### src/inc/tap_params.svh
// Purpose: Constants for the boundary-scan test access port.
// Assumes: Included by bare name; definitions only.
// Notes: Instruction codes other than external test are local choices.
`ifndef TAP_PARAMS_SVH
`define TAP_PARAMS_SVH

// ----------------------------------------------------------------
// Register lengths
// ----------------------------------------------------------------
`define TAP_IR_W 3
`define TAP_ID_W 32
`define TAP_BS_W 109

// ----------------------------------------------------------------
// Instruction codes and capture values
// ----------------------------------------------------------------
`define TAP_INS_EXTEST 3'h0
`define TAP_INS_IDCODE 3'h1
`define TAP_INS_SAMPLE 3'h4
`define TAP_INS_BYPASS 3'h7
`define TAP_IR_CAPTURE 3'h1
// Identification value is arbitrary; bit 0 set as scan convention needs
`define TAP_ID_VALUE 32'h0000_0001

// ----------------------------------------------------------------
// Reset behaviour
// ----------------------------------------------------------------
`define TAP_RESET_HIGHS 3'h5
`define TAP_PULL_LEVEL 1'h1

`endif

### src/inc/tap_pkg.sv
// Purpose: Types shared by the test access port modules.
// Assumes: tap_params.svh on the include path.
// Notes: State codes are plain binary.
`include "tap_params.svh"
package tap_pkg;

	typedef enum logic [3:0] {
		ST_TLR = 4'h0,
		ST_RTI = 4'h1,
		ST_SELDR = 4'h2,
		ST_CAPDR = 4'h3,
		ST_SHDR = 4'h4,
		ST_EX1DR = 4'h5,
		ST_PDR = 4'h6,
		ST_EX2DR = 4'h7,
		ST_UPDR = 4'h8,
		ST_SELIR = 4'h9,
		ST_CAPIR = 4'hA,
		ST_SHIR = 4'hB,
		ST_EX1IR = 4'hC,
		ST_PIR = 4'hD,
		ST_EX2IR = 4'hE,
		ST_UPIR = 4'hF
	} tap_state_t;

	typedef logic [`TAP_IR_W-1:0] instr_t;
	typedef logic [`TAP_BS_W-1:0] bs_vec_t;

endpackage : tap_pkg

### src/inc/tap_scan_if.sv
// Purpose: Strobes and data between the controller and the data registers.
// Assumes: Strobes are one sys_clk pulse at a sampled test clock rise.
// Notes: No clocking; both ends sit on sys_clk.
`timescale 1ns/10ps
`default_nettype none
interface tap_scan_if;
	import tap_pkg::*;
	logic capture;
	logic shift;
	logic update;
	logic tdi;
	instr_t instr;
	logic dr_out;
	bs_vec_t bs_cap;
	bs_vec_t bs_drv;
	modport ctrl(output capture, shift, update, tdi, instr, bs_cap,
		input dr_out, bs_drv);
	modport regs(input capture, shift, update, tdi, instr, bs_cap,
		output dr_out, bs_drv);
endinterface : tap_scan_if
`default_nettype wire

### src/hw/tap_scan_regs.sv
// Purpose: Bypass, identification and boundary-scan data registers.
// Assumes: Strobes come from the controller, already edge-aligned.
// Notes: Boundary update register feeds the balls under external test.
`timescale 1ns/10ps
`default_nettype none
`include "tap_params.svh"
module tap_scan_regs (
	input wire logic sys_clk,
	input wire logic nrst,
	tap_scan_if.regs scan
);
	import tap_pkg::*;

	logic byp_q;
	logic [`TAP_ID_W-1:0] id_q;
	bs_vec_t bs_q;
	bs_vec_t upd_q;
	logic is_bs;

	assign is_bs = (scan.instr == `TAP_INS_EXTEST) ||
		(scan.instr == `TAP_INS_SAMPLE);

	// ----------------------------------------------------------------
	// Capture and shift, input end takes the serial data in
	// ----------------------------------------------------------------
	always_ff @(posedge sys_clk) begin
		if (!nrst) begin
			byp_q <= 1'h0;
			id_q <= '0;
			bs_q <= '0;
		end else if (scan.capture) begin
			byp_q <= 1'h0;
			if (scan.instr == `TAP_INS_IDCODE) begin
				id_q <= `TAP_ID_VALUE;
			end
			if (is_bs) begin
				bs_q <= scan.bs_cap; // RL10
			end
		end else if (scan.shift) begin
			byp_q <= scan.tdi; // RL5
			if (scan.instr == `TAP_INS_IDCODE) begin
				id_q <= {scan.tdi, id_q[`TAP_ID_W-1:1]}; // RL5
			end
			if (is_bs) begin
				bs_q <= {scan.tdi, bs_q[`TAP_BS_W-1:1]}; // RL5
			end
		end
	end

	// Preload and external test both latch; only external test drives
	always_ff @(posedge sys_clk) begin
		if (!nrst) begin
			upd_q <= '0;
		end else if (scan.update && is_bs) begin
			upd_q <= bs_q; // RL10
		end
	end

	assign scan.bs_drv = upd_q;

	// ----------------------------------------------------------------
	// Output end of the register the instruction selects
	// ----------------------------------------------------------------
	always_comb begin
		if (scan.instr == `TAP_INS_IDCODE) begin
			scan.dr_out = id_q[0]; // RL4
		end else if (is_bs) begin
			scan.dr_out = bs_q[0]; // RL4
		end else begin
			scan.dr_out = byp_q; // RL4
		end
	end

endmodule : tap_scan_regs
`default_nettype wire

### src/hw/tap_port.sv
// Purpose: Test access port controller sampled on the system clock.
// Assumes: sys_clk is well above twice the test clock rate.
// Notes: Pin inputs pass two flops; edges found from synced test clock.
`timescale 1ns/10ps
`default_nettype none
`include "tap_params.svh"
// Summary of operation
// [RL1] All test inputs are sampled at the test clock rising edge.
// [RL2] Serial output changes only after a test clock falling edge.
// [RL3] Mode select alone steers the controller state machine.
// [RL4] State and instruction select the register placed on the serial path.
// [RL5] Serial input enters the selected register; its far end drives output.
// [RL6] No test reset pin; reset only by mode select or power-up.
// [RL7] Five successive high mode select samples force test-logic-reset.
// [RL8] Power-up reset puts the controller in test-logic-reset.
// [RL9] Unconnected mode select and serial input read as high.
// [RL10] External test code 000 drives balls from cells, captures inputs.
// [RL11] Controller follows the standard sixteen-state sequence.
// [RL12] Serial output driven only in shift states, otherwise released.
module tap_port (
	input wire logic sys_clk,
	input wire logic nrst,
	input wire logic tck,
	input wire logic tms,
	input wire logic tdi,
	output logic tdo,
	output logic tdo_oe,
	input wire tap_pkg::bs_vec_t bs_in,
	output tap_pkg::bs_vec_t bs_out,
	output logic extest_en,
	output tap_pkg::tap_state_t tap_state
);
	import tap_pkg::*;

	logic [1:0] tck_sy_q;
	logic [1:0] tms_sy_q;
	logic [1:0] tdi_sy_q;
	logic tck_d1_q;
	logic tck_rise;
	logic tck_fall;
	logic tms_s;
	logic tdi_s;
	tap_state_t state_q;
	tap_state_t state_d;
	instr_t ir_sh_q;
	instr_t instr_q;
	logic extest_q;
	logic tdo_q;
	logic oe_q;
	logic is_shift;
	logic [2:0] hi_cnt_q;

	tap_scan_if scan();

	// ----------------------------------------------------------------
	// Pin synchronisers
	// ----------------------------------------------------------------
	// Pull level at reset so a floating input reads high
	always_ff @(posedge sys_clk) begin
		if (!nrst) begin
			tck_sy_q <= 2'h0;
			tms_sy_q <= {2{`TAP_PULL_LEVEL}}; // RL9
			tdi_sy_q <= {2{`TAP_PULL_LEVEL}}; // RL9
			tck_d1_q <= 1'h0;
		end else begin
			tck_sy_q <= {tck_sy_q[0], tck};
			tms_sy_q <= {tms_sy_q[0], tms};
			tdi_sy_q <= {tdi_sy_q[0], tdi};
			tck_d1_q <= tck_sy_q[1];
		end
	end

	assign tms_s = tms_sy_q[1];
	assign tdi_s = tdi_sy_q[1];
	assign tck_rise = tck_sy_q[1] && !tck_d1_q; // RL1
	assign tck_fall = !tck_sy_q[1] && tck_d1_q; // RL2

	// ----------------------------------------------------------------
	// Controller state machine
	// ----------------------------------------------------------------
	always_comb begin
		unique case (state_q)
			ST_TLR: state_d = tms_s ? ST_TLR : ST_RTI;
			ST_RTI: state_d = tms_s ? ST_SELDR : ST_RTI;
			ST_SELDR: state_d = tms_s ? ST_SELIR : ST_CAPDR;
			ST_CAPDR: state_d = tms_s ? ST_EX1DR : ST_SHDR;
			ST_SHDR: state_d = tms_s ? ST_EX1DR : ST_SHDR;
			ST_EX1DR: state_d = tms_s ? ST_UPDR : ST_PDR;
			ST_PDR: state_d = tms_s ? ST_EX2DR : ST_PDR;
			ST_EX2DR: state_d = tms_s ? ST_UPDR : ST_SHDR;
			ST_UPDR: state_d = tms_s ? ST_SELDR : ST_RTI;
			ST_SELIR: state_d = tms_s ? ST_TLR : ST_CAPIR;
			ST_CAPIR: state_d = tms_s ? ST_EX1IR : ST_SHIR;
			ST_SHIR: state_d = tms_s ? ST_EX1IR : ST_SHIR;
			ST_EX1IR: state_d = tms_s ? ST_UPIR : ST_PIR;
			ST_PIR: state_d = tms_s ? ST_EX2IR : ST_PIR;
			ST_EX2IR: state_d = tms_s ? ST_UPIR : ST_SHIR;
			ST_UPIR: state_d = tms_s ? ST_SELDR : ST_RTI;
		endcase
	end

	// Power-up reset is the only reset besides the mode select walk
	always_ff @(posedge sys_clk) begin
		if (!nrst) begin
			state_q <= ST_TLR; // RL8 RL6
		end else if (tck_rise) begin
			state_q <= state_d; // RL3 RL11 RL7
		end
	end

	assign tap_state = state_q;

	// ----------------------------------------------------------------
	// Instruction register
	// ----------------------------------------------------------------
	always_ff @(posedge sys_clk) begin
		if (!nrst) begin
			ir_sh_q <= `TAP_IR_CAPTURE;
		end else if (tck_rise && state_q == ST_CAPIR) begin
			ir_sh_q <= `TAP_IR_CAPTURE;
		end else if (tck_rise && state_q == ST_SHIR) begin
			ir_sh_q <= {tdi_s, ir_sh_q[`TAP_IR_W-1:1]}; // RL5
		end
	end

	// Cleared on entry to reset, so the balls are released at once
	always_ff @(posedge sys_clk) begin
		if (!nrst) begin
			instr_q <= `TAP_INS_IDCODE;
			extest_q <= 1'h0;
		end else if (tck_rise && state_d == ST_TLR) begin
			instr_q <= `TAP_INS_IDCODE;
			extest_q <= 1'h0;
		end else if (tck_rise && state_q == ST_UPIR) begin
			instr_q <= ir_sh_q;
			extest_q <= (ir_sh_q == `TAP_INS_EXTEST); // RL10
		end
	end

	assign extest_en = extest_q;
	assign bs_out = scan.bs_drv; // RL10

	// ----------------------------------------------------------------
	// Data register strobes
	// ----------------------------------------------------------------
	assign scan.capture = tck_rise && state_q == ST_CAPDR; // RL4
	assign scan.shift = tck_rise && state_q == ST_SHDR; // RL4
	assign scan.update = tck_rise && state_q == ST_UPDR;
	assign scan.tdi = tdi_s;
	assign scan.instr = instr_q;
	assign scan.bs_cap = bs_in; // RL10

	tap_scan_regs u_regs (
		.sys_clk(sys_clk),
		.nrst(nrst),
		.scan(scan.regs)
	);

	// ----------------------------------------------------------------
	// Serial output, launched at the falling edge
	// ----------------------------------------------------------------
	// Register read at the fall, so the value stands a full half period
	assign is_shift = (state_q == ST_SHDR) || (state_q == ST_SHIR);

	always_ff @(posedge sys_clk) begin
		if (!nrst) begin
			tdo_q <= 1'h0;
			oe_q <= 1'h0;
		end else if (tck_fall) begin
			oe_q <= is_shift; // RL12
			if (state_q == ST_SHIR) begin
				tdo_q <= ir_sh_q[0]; // RL2 RL5
			end else if (state_q == ST_SHDR) begin
				tdo_q <= scan.dr_out; // RL2 RL4
			end else begin
				tdo_q <= 1'h0; // RL12
			end
		end
	end

	assign tdo = tdo_q;
	assign tdo_oe = oe_q;

	// ----------------------------------------------------------------
	// Checks
	// ----------------------------------------------------------------
	// Run of high mode select samples, saturating
	always_ff @(posedge sys_clk) begin
		if (!nrst) begin
			hi_cnt_q <= 3'h0;
		end else if (tck_rise) begin
			if (!tms_s) begin
				hi_cnt_q <= 3'h0;
			end else if (hi_cnt_q != 3'h7) begin
				hi_cnt_q <= hi_cnt_q + 3'h1;
			end
		end
	end

	property p_move_on_rise;
		@(posedge sys_clk) disable iff (!nrst)
		!tck_rise |=> $stable(state_q);
	endproperty
	a_move_on_rise: assert property (p_move_on_rise) // RL1
		else $error("state moved without a test clock rise");

	property p_tdo_on_fall;
		@(posedge sys_clk) disable iff (!nrst)
		!tck_fall |=> $stable(tdo) && $stable(tdo_oe);
	endproperty
	a_tdo_on_fall: assert property (p_tdo_on_fall) // RL2
		else $error("serial output changed without a fall");

	property p_tms_steer;
		@(posedge sys_clk) disable iff (!nrst)
		tck_rise && state_q == ST_SHDR && tms_s |=> state_q == ST_EX1DR;
	endproperty
	a_tms_steer: assert property (p_tms_steer) // RL3
		else $error("shift did not exit on high mode select");

	property p_idle_hold;
		@(posedge sys_clk) disable iff (!nrst)
		tck_rise && state_q == ST_RTI && !tms_s |=> state_q == ST_RTI;
	endproperty
	a_idle_hold: assert property (p_idle_hold) // RL11
		else $error("idle state left on low mode select");

	property p_five_high;
		@(posedge sys_clk) disable iff (!nrst)
		hi_cnt_q >= `TAP_RESET_HIGHS |-> state_q == ST_TLR && !extest_en &&
			instr_q == `TAP_INS_IDCODE;
	endproperty
	a_five_high: assert property (p_five_high) // RL7
		else $error("five high samples did not reach reset state");

	property p_power_up;
		@(posedge sys_clk) disable iff (!nrst)
		$rose(nrst) |-> state_q == ST_TLR && tms_s && tdi_s;
	endproperty
	a_power_up: assert property (p_power_up) // RL8
		else $error("reset release not in reset state with pulls high");

	property p_dr_path;
		@(posedge sys_clk) disable iff (!nrst)
		tck_fall && state_q == ST_SHDR |=> tdo == $past(scan.dr_out);
	endproperty
	a_dr_path: assert property (p_dr_path) // RL4
		else $error("serial output not from selected data register");

	property p_ir_shift;
		@(posedge sys_clk) disable iff (!nrst)
		tck_rise && state_q == ST_SHIR |=> ir_sh_q[2] == $past(tdi_s);
	endproperty
	a_ir_shift: assert property (p_ir_shift) // RL5
		else $error("serial input not shifted into instruction");

	property p_extest;
		@(posedge sys_clk) disable iff (!nrst)
		tck_rise && state_q == ST_UPIR && ir_sh_q == `TAP_INS_EXTEST
		|=> extest_en && instr_q == `TAP_INS_EXTEST;
	endproperty
	a_extest: assert property (p_extest) // RL10
		else $error("external test not enabled after update");

	property p_oe_off;
		@(posedge sys_clk) disable iff (!nrst)
		tck_fall && !is_shift |=> !tdo_oe;
	endproperty
	a_oe_off: assert property (p_oe_off) // RL12
		else $error("serial output driven outside shift");

	c_shift_dr: cover property (@(posedge sys_clk) disable iff (!nrst)
		state_q == ST_SHDR && tdo_oe);
	c_extest: cover property (@(posedge sys_clk) disable iff (!nrst)
		$rose(extest_en));
	c_reset_walk: cover property (@(posedge sys_clk) disable iff (!nrst)
		state_q == ST_PDR ##[1:1000] state_q == ST_TLR);

endmodule : tap_port
`default_nettype wire

### config.mk
export PLATFORM = sky130hd
export DESIGN_NAME = tap_port
export DESIGN_NICKNAME = d
export VERILOG_FILES = /design/src/inc/tap_pkg.sv /design/src/inc/tap_scan_if.sv /design/src/hw/tap_scan_regs.sv /design/src/hw/tap_port.sv
export VERILOG_INCLUDE_DIRS = /design/src /design/src/inc
export SDC_FILE = /design/constraint.sdc
export NUM_CORES = 1
export LEC_CHECK = 0
export BUFFER_PORTS_ARGS = -buffer_cell sky130_fd_sc_hd__clkbuf_2
export CORE_MARGIN = 3
export CORE_UTILIZATION = 35
export DETAILED_ROUTE_END_ITERATION = 10
export GPL_TIMING_DRIVEN = 0
export HOLD_SLACK_MARGIN = 0.1
export PLACE_DENSITY = 0.63
export SLEW_MARGIN = 10
export SYNTH_ARGS = -nofsm -noshare
export SYNTH_HDL_FRONTEND = slang
export SYNTH_HIERARCHICAL = 1
export SYNTH_SLANG_ARGS = --single-unit
### constraint.sdc
create_clock -name sys_clk -period 2.01 [get_ports sys_clk]
set_input_delay 0.1005 -clock sys_clk [delete_from_list [all_inputs] [get_ports sys_clk]]
set_output_delay 0.1005 -clock sys_clk [all_outputs]
set_load 0.01 [all_outputs]
# ---- Yosys cells after proc, flatten, opt, wreduce, memory -nomap -nowiden
# Cells that the tools add are included.
dict set report totals {
  output_inout_bits 116
  elab_cells 84
  ff_bits 271
  in_bits 114
}
dict set report classes {
  n_eq_ne 17
  reduce_logical 27
  n_mux 25
  bitwise_logic 1
}
# operator count
set op_table {}
lappend op_table {{109-bit two-way mux} 4}
lappend op_table {{32-bit two-way mux} 4}
lappend op_table {{4-bit one-hot mux with 12 select lines} 1}
lappend op_table {{4-bit == test (second input constant)} 8}
lappend op_table {{4-bit by 3-bit == test with 1-bit output (second input constant)} 4}
lappend op_table {{4-bit two-way mux} 4}
lappend op_table {{1-bit logical AND} 10}
lappend op_table {{2-bit OR reduction} 5}
lappend op_table {{4-bit by 2-bit == test with 1-bit output (second input constant)} 2}
lappend op_table {{4-bit logical NOT} 2}
lappend op_table {{1-bit two-way mux} 7}
lappend op_table {{3-bit logical NOT} 2}
lappend op_table {{2-bit two-way mux} 3}
lappend op_table {{3-bit two-way mux} 2}
lappend op_table {{4-bit by 1-bit == test with 1-bit output (second input constant)} 1}
lappend op_table {{2-bit AND reduction} 2}
lappend op_table {{3-bit by 1-bit == test with 1-bit output (second input constant)} 1}
lappend op_table {{3-bit == test (second input constant)} 1}
lappend op_table {{3-bit OR reduction} 1}
lappend op_table {{1-bit logical NOT} 2}
lappend op_table {{1-bit logical OR} 2}
lappend op_table {{2-bit nonzero test} 1}
lappend op_table {{1-bit NOT} 1}

# ---- Longest topological paths before layout
dict set report depth {
  word_depth 6
  depth_mapped 10
  ltp_nobuf 6
}

# ---- Hierarchy
# The synthesis kept the hierarchy.
# mod area_each_um2 instances cells_each
set by_module_without_submodules {}
lappend by_module_without_submodules {tap_scan_regs 10642.7 1 1126}
lappend by_module_without_submodules {tap_port 972.2 1 111}

# ---- Worst setup path before layout
# OpenSTA, ideal clock, no wires.
dict set report synth_path {
  path_type {register to register}
  from {register state_q[2], in the netlist tap_state[2]}
  to {register u_regs.bs_q[100]}
  stages_incl_launch_ff 10
  setup_ns 0.116
  n_path_buf 4
  arrival_ns 1.890
  slack_ns 0.004
  cell_sequence {dfxtp_1 -> buf_2 -> nor4b_2 -> and2_1 -> or2_1 -> buf_2 -> buf_2 -> buf_2 -> nand3_1 -> o211a_1}
}
dict set report synth_via {
  elab_chain_cells 4
  elab_cells_between_ends 7
  cone_classes {2 x eq/ne; 1 x mux; 4 x reduce/logical}
}
# item line_no
set synth_rtl {}
lappend synth_rtl {{start: declaration} tap_port.sv:43} ;# tap_state_t state_q;
lappend synth_rtl {{start signal: assignment} tap_port.sv:107} ;# state_q <= state_d;
lappend synth_rtl {{4-bit by 3-bit == test with 1-bit output} tap_port.sv:147} ;# assign scan.shift = tck_rise && state_q == ST_SHDR;
lappend synth_rtl {{1-bit logical AND} tap_port.sv:147}
lappend synth_rtl {{named net scan.shift} tap_scan_if.sv:9} ;# logic shift;
lappend synth_rtl {{2-bit nonzero test (no line)} --}
lappend synth_rtl {{2-bit AND reduction (no line)} --}
lappend synth_rtl {{end signal: assignment} tap_scan_regs.sv:37} ;# bs_q <= scan.bs_cap;
lappend synth_rtl {{end signal: assignment} tap_scan_regs.sv:45} ;# bs_q <= {scan.tdi, bs_q[`TAP_BS_W-1:1]};
lappend synth_rtl {{end: declaration} tap_scan_regs.sv:16} ;# bs_vec_t bs_q;
# The timed path passes the listed nets, and every way through them passes these cells.
# A chain may end at the register's enable or synchronous reset.

# ---- Final worst setup path
dict set report layout_path {
  from {register state_q[0], in the netlist tap_state[0]}
  to {register u_regs.upd_q[99], in the netlist u_regs/scan.bs_drv[99]}
}
dict set report layout_via {
  elab_chain_cells 3
}
# item line_no
set layout_rtl {}
lappend layout_rtl {{4-bit == test} tap_port.sv:148} ;# assign scan.update = tck_rise && state_q == ST_UPDR;
lappend layout_rtl {{1-bit logical AND} tap_port.sv:148}
lappend layout_rtl {{named net scan.update} tap_scan_if.sv:10} ;# logic update;
lappend layout_rtl {{1-bit logical AND} tap_scan_regs.sv:54} ;# end else if (scan.update && is_bs) begin
lappend layout_rtl {{end signal: assignment} tap_scan_regs.sv:55} ;# upd_q <= bs_q;
lappend layout_rtl {{end: declaration} tap_scan_regs.sv:17} ;# bs_vec_t upd_q;
# The timed path passes the listed nets, and every way through them passes these cells.

==> impl_metrics.tcl <==
set metrics [dict create \
    insertion_delay_ns 0.50 \
    synthesis.instances 1237 \
    synth_fp_nets 1351 \
    synth_compound_area_share_pct 18.2 \
    dp_worst_setup_slack_ns -0.745 \
    hold_ws_ns 0.339 \
    synthesis.area_mm2 0.0116 \
    place.port_buffers 229 \
    r2r_cells 9 \
    p_leak_nw 7.18 \
    synth-simple-area-share_pct 17.6 \
    grt_pass1_vias 10161 \
    die_x_um 188 \
    power.density_mw_per_mm2 735 \
    stdcell_count 2089 \
    switching_share_pct 20.8 \
    ant_nets 0 \
    drive_above_1_share_pct 23.2 \
    area.growth.synth_to_final_pct 38.0 \
    cts.sinks 271 \
    power_mw 11.8 \
    power_frac_clock_pct 49.7 \
    grt_max_degree 12 \
    synthXorXnorAreaFrac_pct 0.151 \
    vdd_drop_max_v 0.000546 \
    synth-edff-count 0 \
    yosysSeqAreaShare_pct 46.7 \
    multi_input_area_mm2 0.00574 \
    period_share_pct 98.5 \
    dp.cells 1908 \
    switching_power_mw 2.45 \
    r2r-start "tap_state[0]" \
    endpoint_kind "flip-flop" \
    initial_utilization_pct 35.6 \
    ios 230 \
    muxShareOfSynthArea_pct 12.7 \
    r2r_setup_slack_ns 0.03 \
    cp.arrival_ns 2.37 \
    fill_cells 3044 \
    synth_top_family_by_area "compound AO/OA/AOI/OAI gates" \
    core_area_mm2 0.0326 \
    synth_area_per_cell_um2 9.39 \
    grt_usage_pct 18.2 \
    clkTransAtPathRegs_ns 0.06 \
    dieArea_mm2 0.0354 \
    seq_area_mm2 0.00544 \
    cp_max_fo 10 \
    status "finished, final reports clean" \
    cts-root-buf "clkbuf_16" \
    grt-ovfl-total 0 \
    fin_skew_ns 0.0110 \
    gp_congestion 0.816 \
    dp_hpwl_um 22600 \
    clockBufferDepth 3 \
    cap_violations 0 \
    min_from "tms" \
    wl_per_cell_um 16.2 \
    finalHoldViolCount 0 \
    p_int_mw 9.34 \
    synthAdderAreaFrac_pct 0 \
    rsz0062_at_grt "yes" \
    routed_wl_um 33800 \
    setup_slack_ns 0.0304 \
    postSynth.topFlopCell "dfxtp_1" \
    avgViaCountPerCell 4.95 \
    num_rows 66 \
    r2r_end "u_regs/scan.bs_drv[99]" \
    layout_commonest_cell "dfxtp_1" \
    die_h_um 188 \
    cts_tree "yes" \
    htree_levels 2 \
    pwr-share-seq_pct 45.7 \
    antenna_found_initial 3 \
    slew_viol_final 0 \
    nNetsFinal 1737 \
    critPathLaunchType "flip-flop" \
    mostFrequentLayoutCells "265 x dfxtp_1, 253 x nand2_1, 245 x clkbuf_2, 144 x mux2i_1, 113 x dlygate4sd3_1" \
    yosys_warnings 6 \
    hp-class "primary input to flip-flop" \
    async_flop_share_pct 0 \
    cts_buffers 34 \
    max_slew_margin_pct 45.2 \
    whs_path_depth 3 \
    grt_pass1_wl_um 53200 \
    p_comb_share_pct 4.6 \
    tightest_slew_ns 0.822 \
    drtPass1Iterations 5 \
    setup_viol 0 \
    min_period_ns 1.98 \
    vias 10336 \
    critPathKind "flip-flop to flip-flop" \
    ys_types 44 \
    drc 0 \
    fmax_ghz 0.505 \
    ys_seq_elements 271 \
    hold_path_end "tms_sy_q[0]" \
    crit_required_ns 2.40 \
    first_iter_violations 509 \
]
==> metrics by stage <==
step           area, um2  TNS, ns  utilization (%)
6_report           16000        0             49.1
5_1_grt            16000    -1.01             49.1
4_1_cts            15900  -0.0174             48.7
3_5_place_dp       13300  -116.38             40.8
3_3_place_gp       13300  -111.45             40.8
2_1_floorplan      11600        0                -
==> cells by family after synthesis <==
kind of cell | count (synthesis)
XOR/XNOR | 2
buffers and inverters | 122
AND/OR/NAND/NOR | 445
AO/OA/AOI/OAI | 250
flip-flops | 271
multiplexers | 147
==> registers in the layout, summed over array words and instances, names as in the netlist, 2 cells and up <==
signal and cells:
ir_sh_q 3, tap_state 4, u_regs/scan.bs_drv 109, tdi_sy_q 2, tms_sy_q 2, instr_q 3, u_regs/bs_q 109, tck_sy_q 2
u_regs/id_q 32
==> power groups by stage <==
stage,sequential [mW],clock [mW],combinational (mW)
floorplan,5.51,0,0.151
global placement,5.51,0,0.347
detailed placement,5.51,0,0.346
CTS,5.39,6.04,0.533
global route,5.39,6.27,0.583
finish,5.39,5.86,0.539
==> cell usage after synthesis, drive strengths merged (7+ instances only) <==
master	number	share of area, %
a21boi	110	7.1
a21oi	9	0.39
and2	8	0.43
buf	48	2.3
clkbuf	70	2.3
dfxtp	271	47
mux2i	147	13
nand2	254	8.2
nand2b	7	0.38
nand3	111	4.8
nand3b	32	2.1
nor2	17	0.61
o211a	110	9.5
o21ai	9	0.39
==> layout make-up <==
type / count / share of cell area, %
Antenna cell: 3 / 0.0468
Buffer: 114 / 4.97
Clock buffer: 52 / 6.44
Clock inverter: 5 / 0.351
Inverter: 4 / 0.0937
Multi-Input combinational cell: 844 / 35.8
Sequential cell: 271 / 33.9
Tap cell: 442 / 3.45
Timing Repair Buffer: 354 / 15.0
==> metal layers <==
metal  GRT usage, %  wire, um
met3           4.43      2050
met4           4.47       602
met5              0         0
met2           30.6     15900
met1           23.7     15300
==> critical path, stage by stage (launching register included) <==
cell      delay (ns)
dfxtp_2         0.33
buf_6           0.14
buf_4           0.17
nor3_4          0.21
or3b_4          0.42
buf_12          0.17
buf_6           0.15
buf_6           0.14
nand2_1         0.07
a21boi_1        0.06
==> how the worst max path moves through the flow <==
stage / start / to / slack, ns / cells after the start
floorplan: tap_state[2] / u_regs/bs_q[100] / 0.004 / 9
global placement: tap_state[0] / u_regs/bs_q[105] / -0.73 / 10
detailed placement: tap_state[0] / u_regs/bs_q[103] / -0.74 / 10
CTS: tck_d1_q / u_regs/bs_q[103] / -0.01 / 9
global route: tap_state[3] / u_regs/bs_q[103] / -0.05 / 9
finish: tap_state[0] / u_regs/scan.bs_drv[99] / 0.03 / 9
==> timing repair <==
item / 4_1_cts / 5_1_grt
cloned: 1 / 1
hold endpoints to repair: 117 / 0
hold buffers: 113 / 0
setup buffers: 6 / 4
setup endpoints to repair: 251 / 230
pin swaps: 1 / 2
resized for setup: 116 / 56
(Power assumes the default switching activity.)
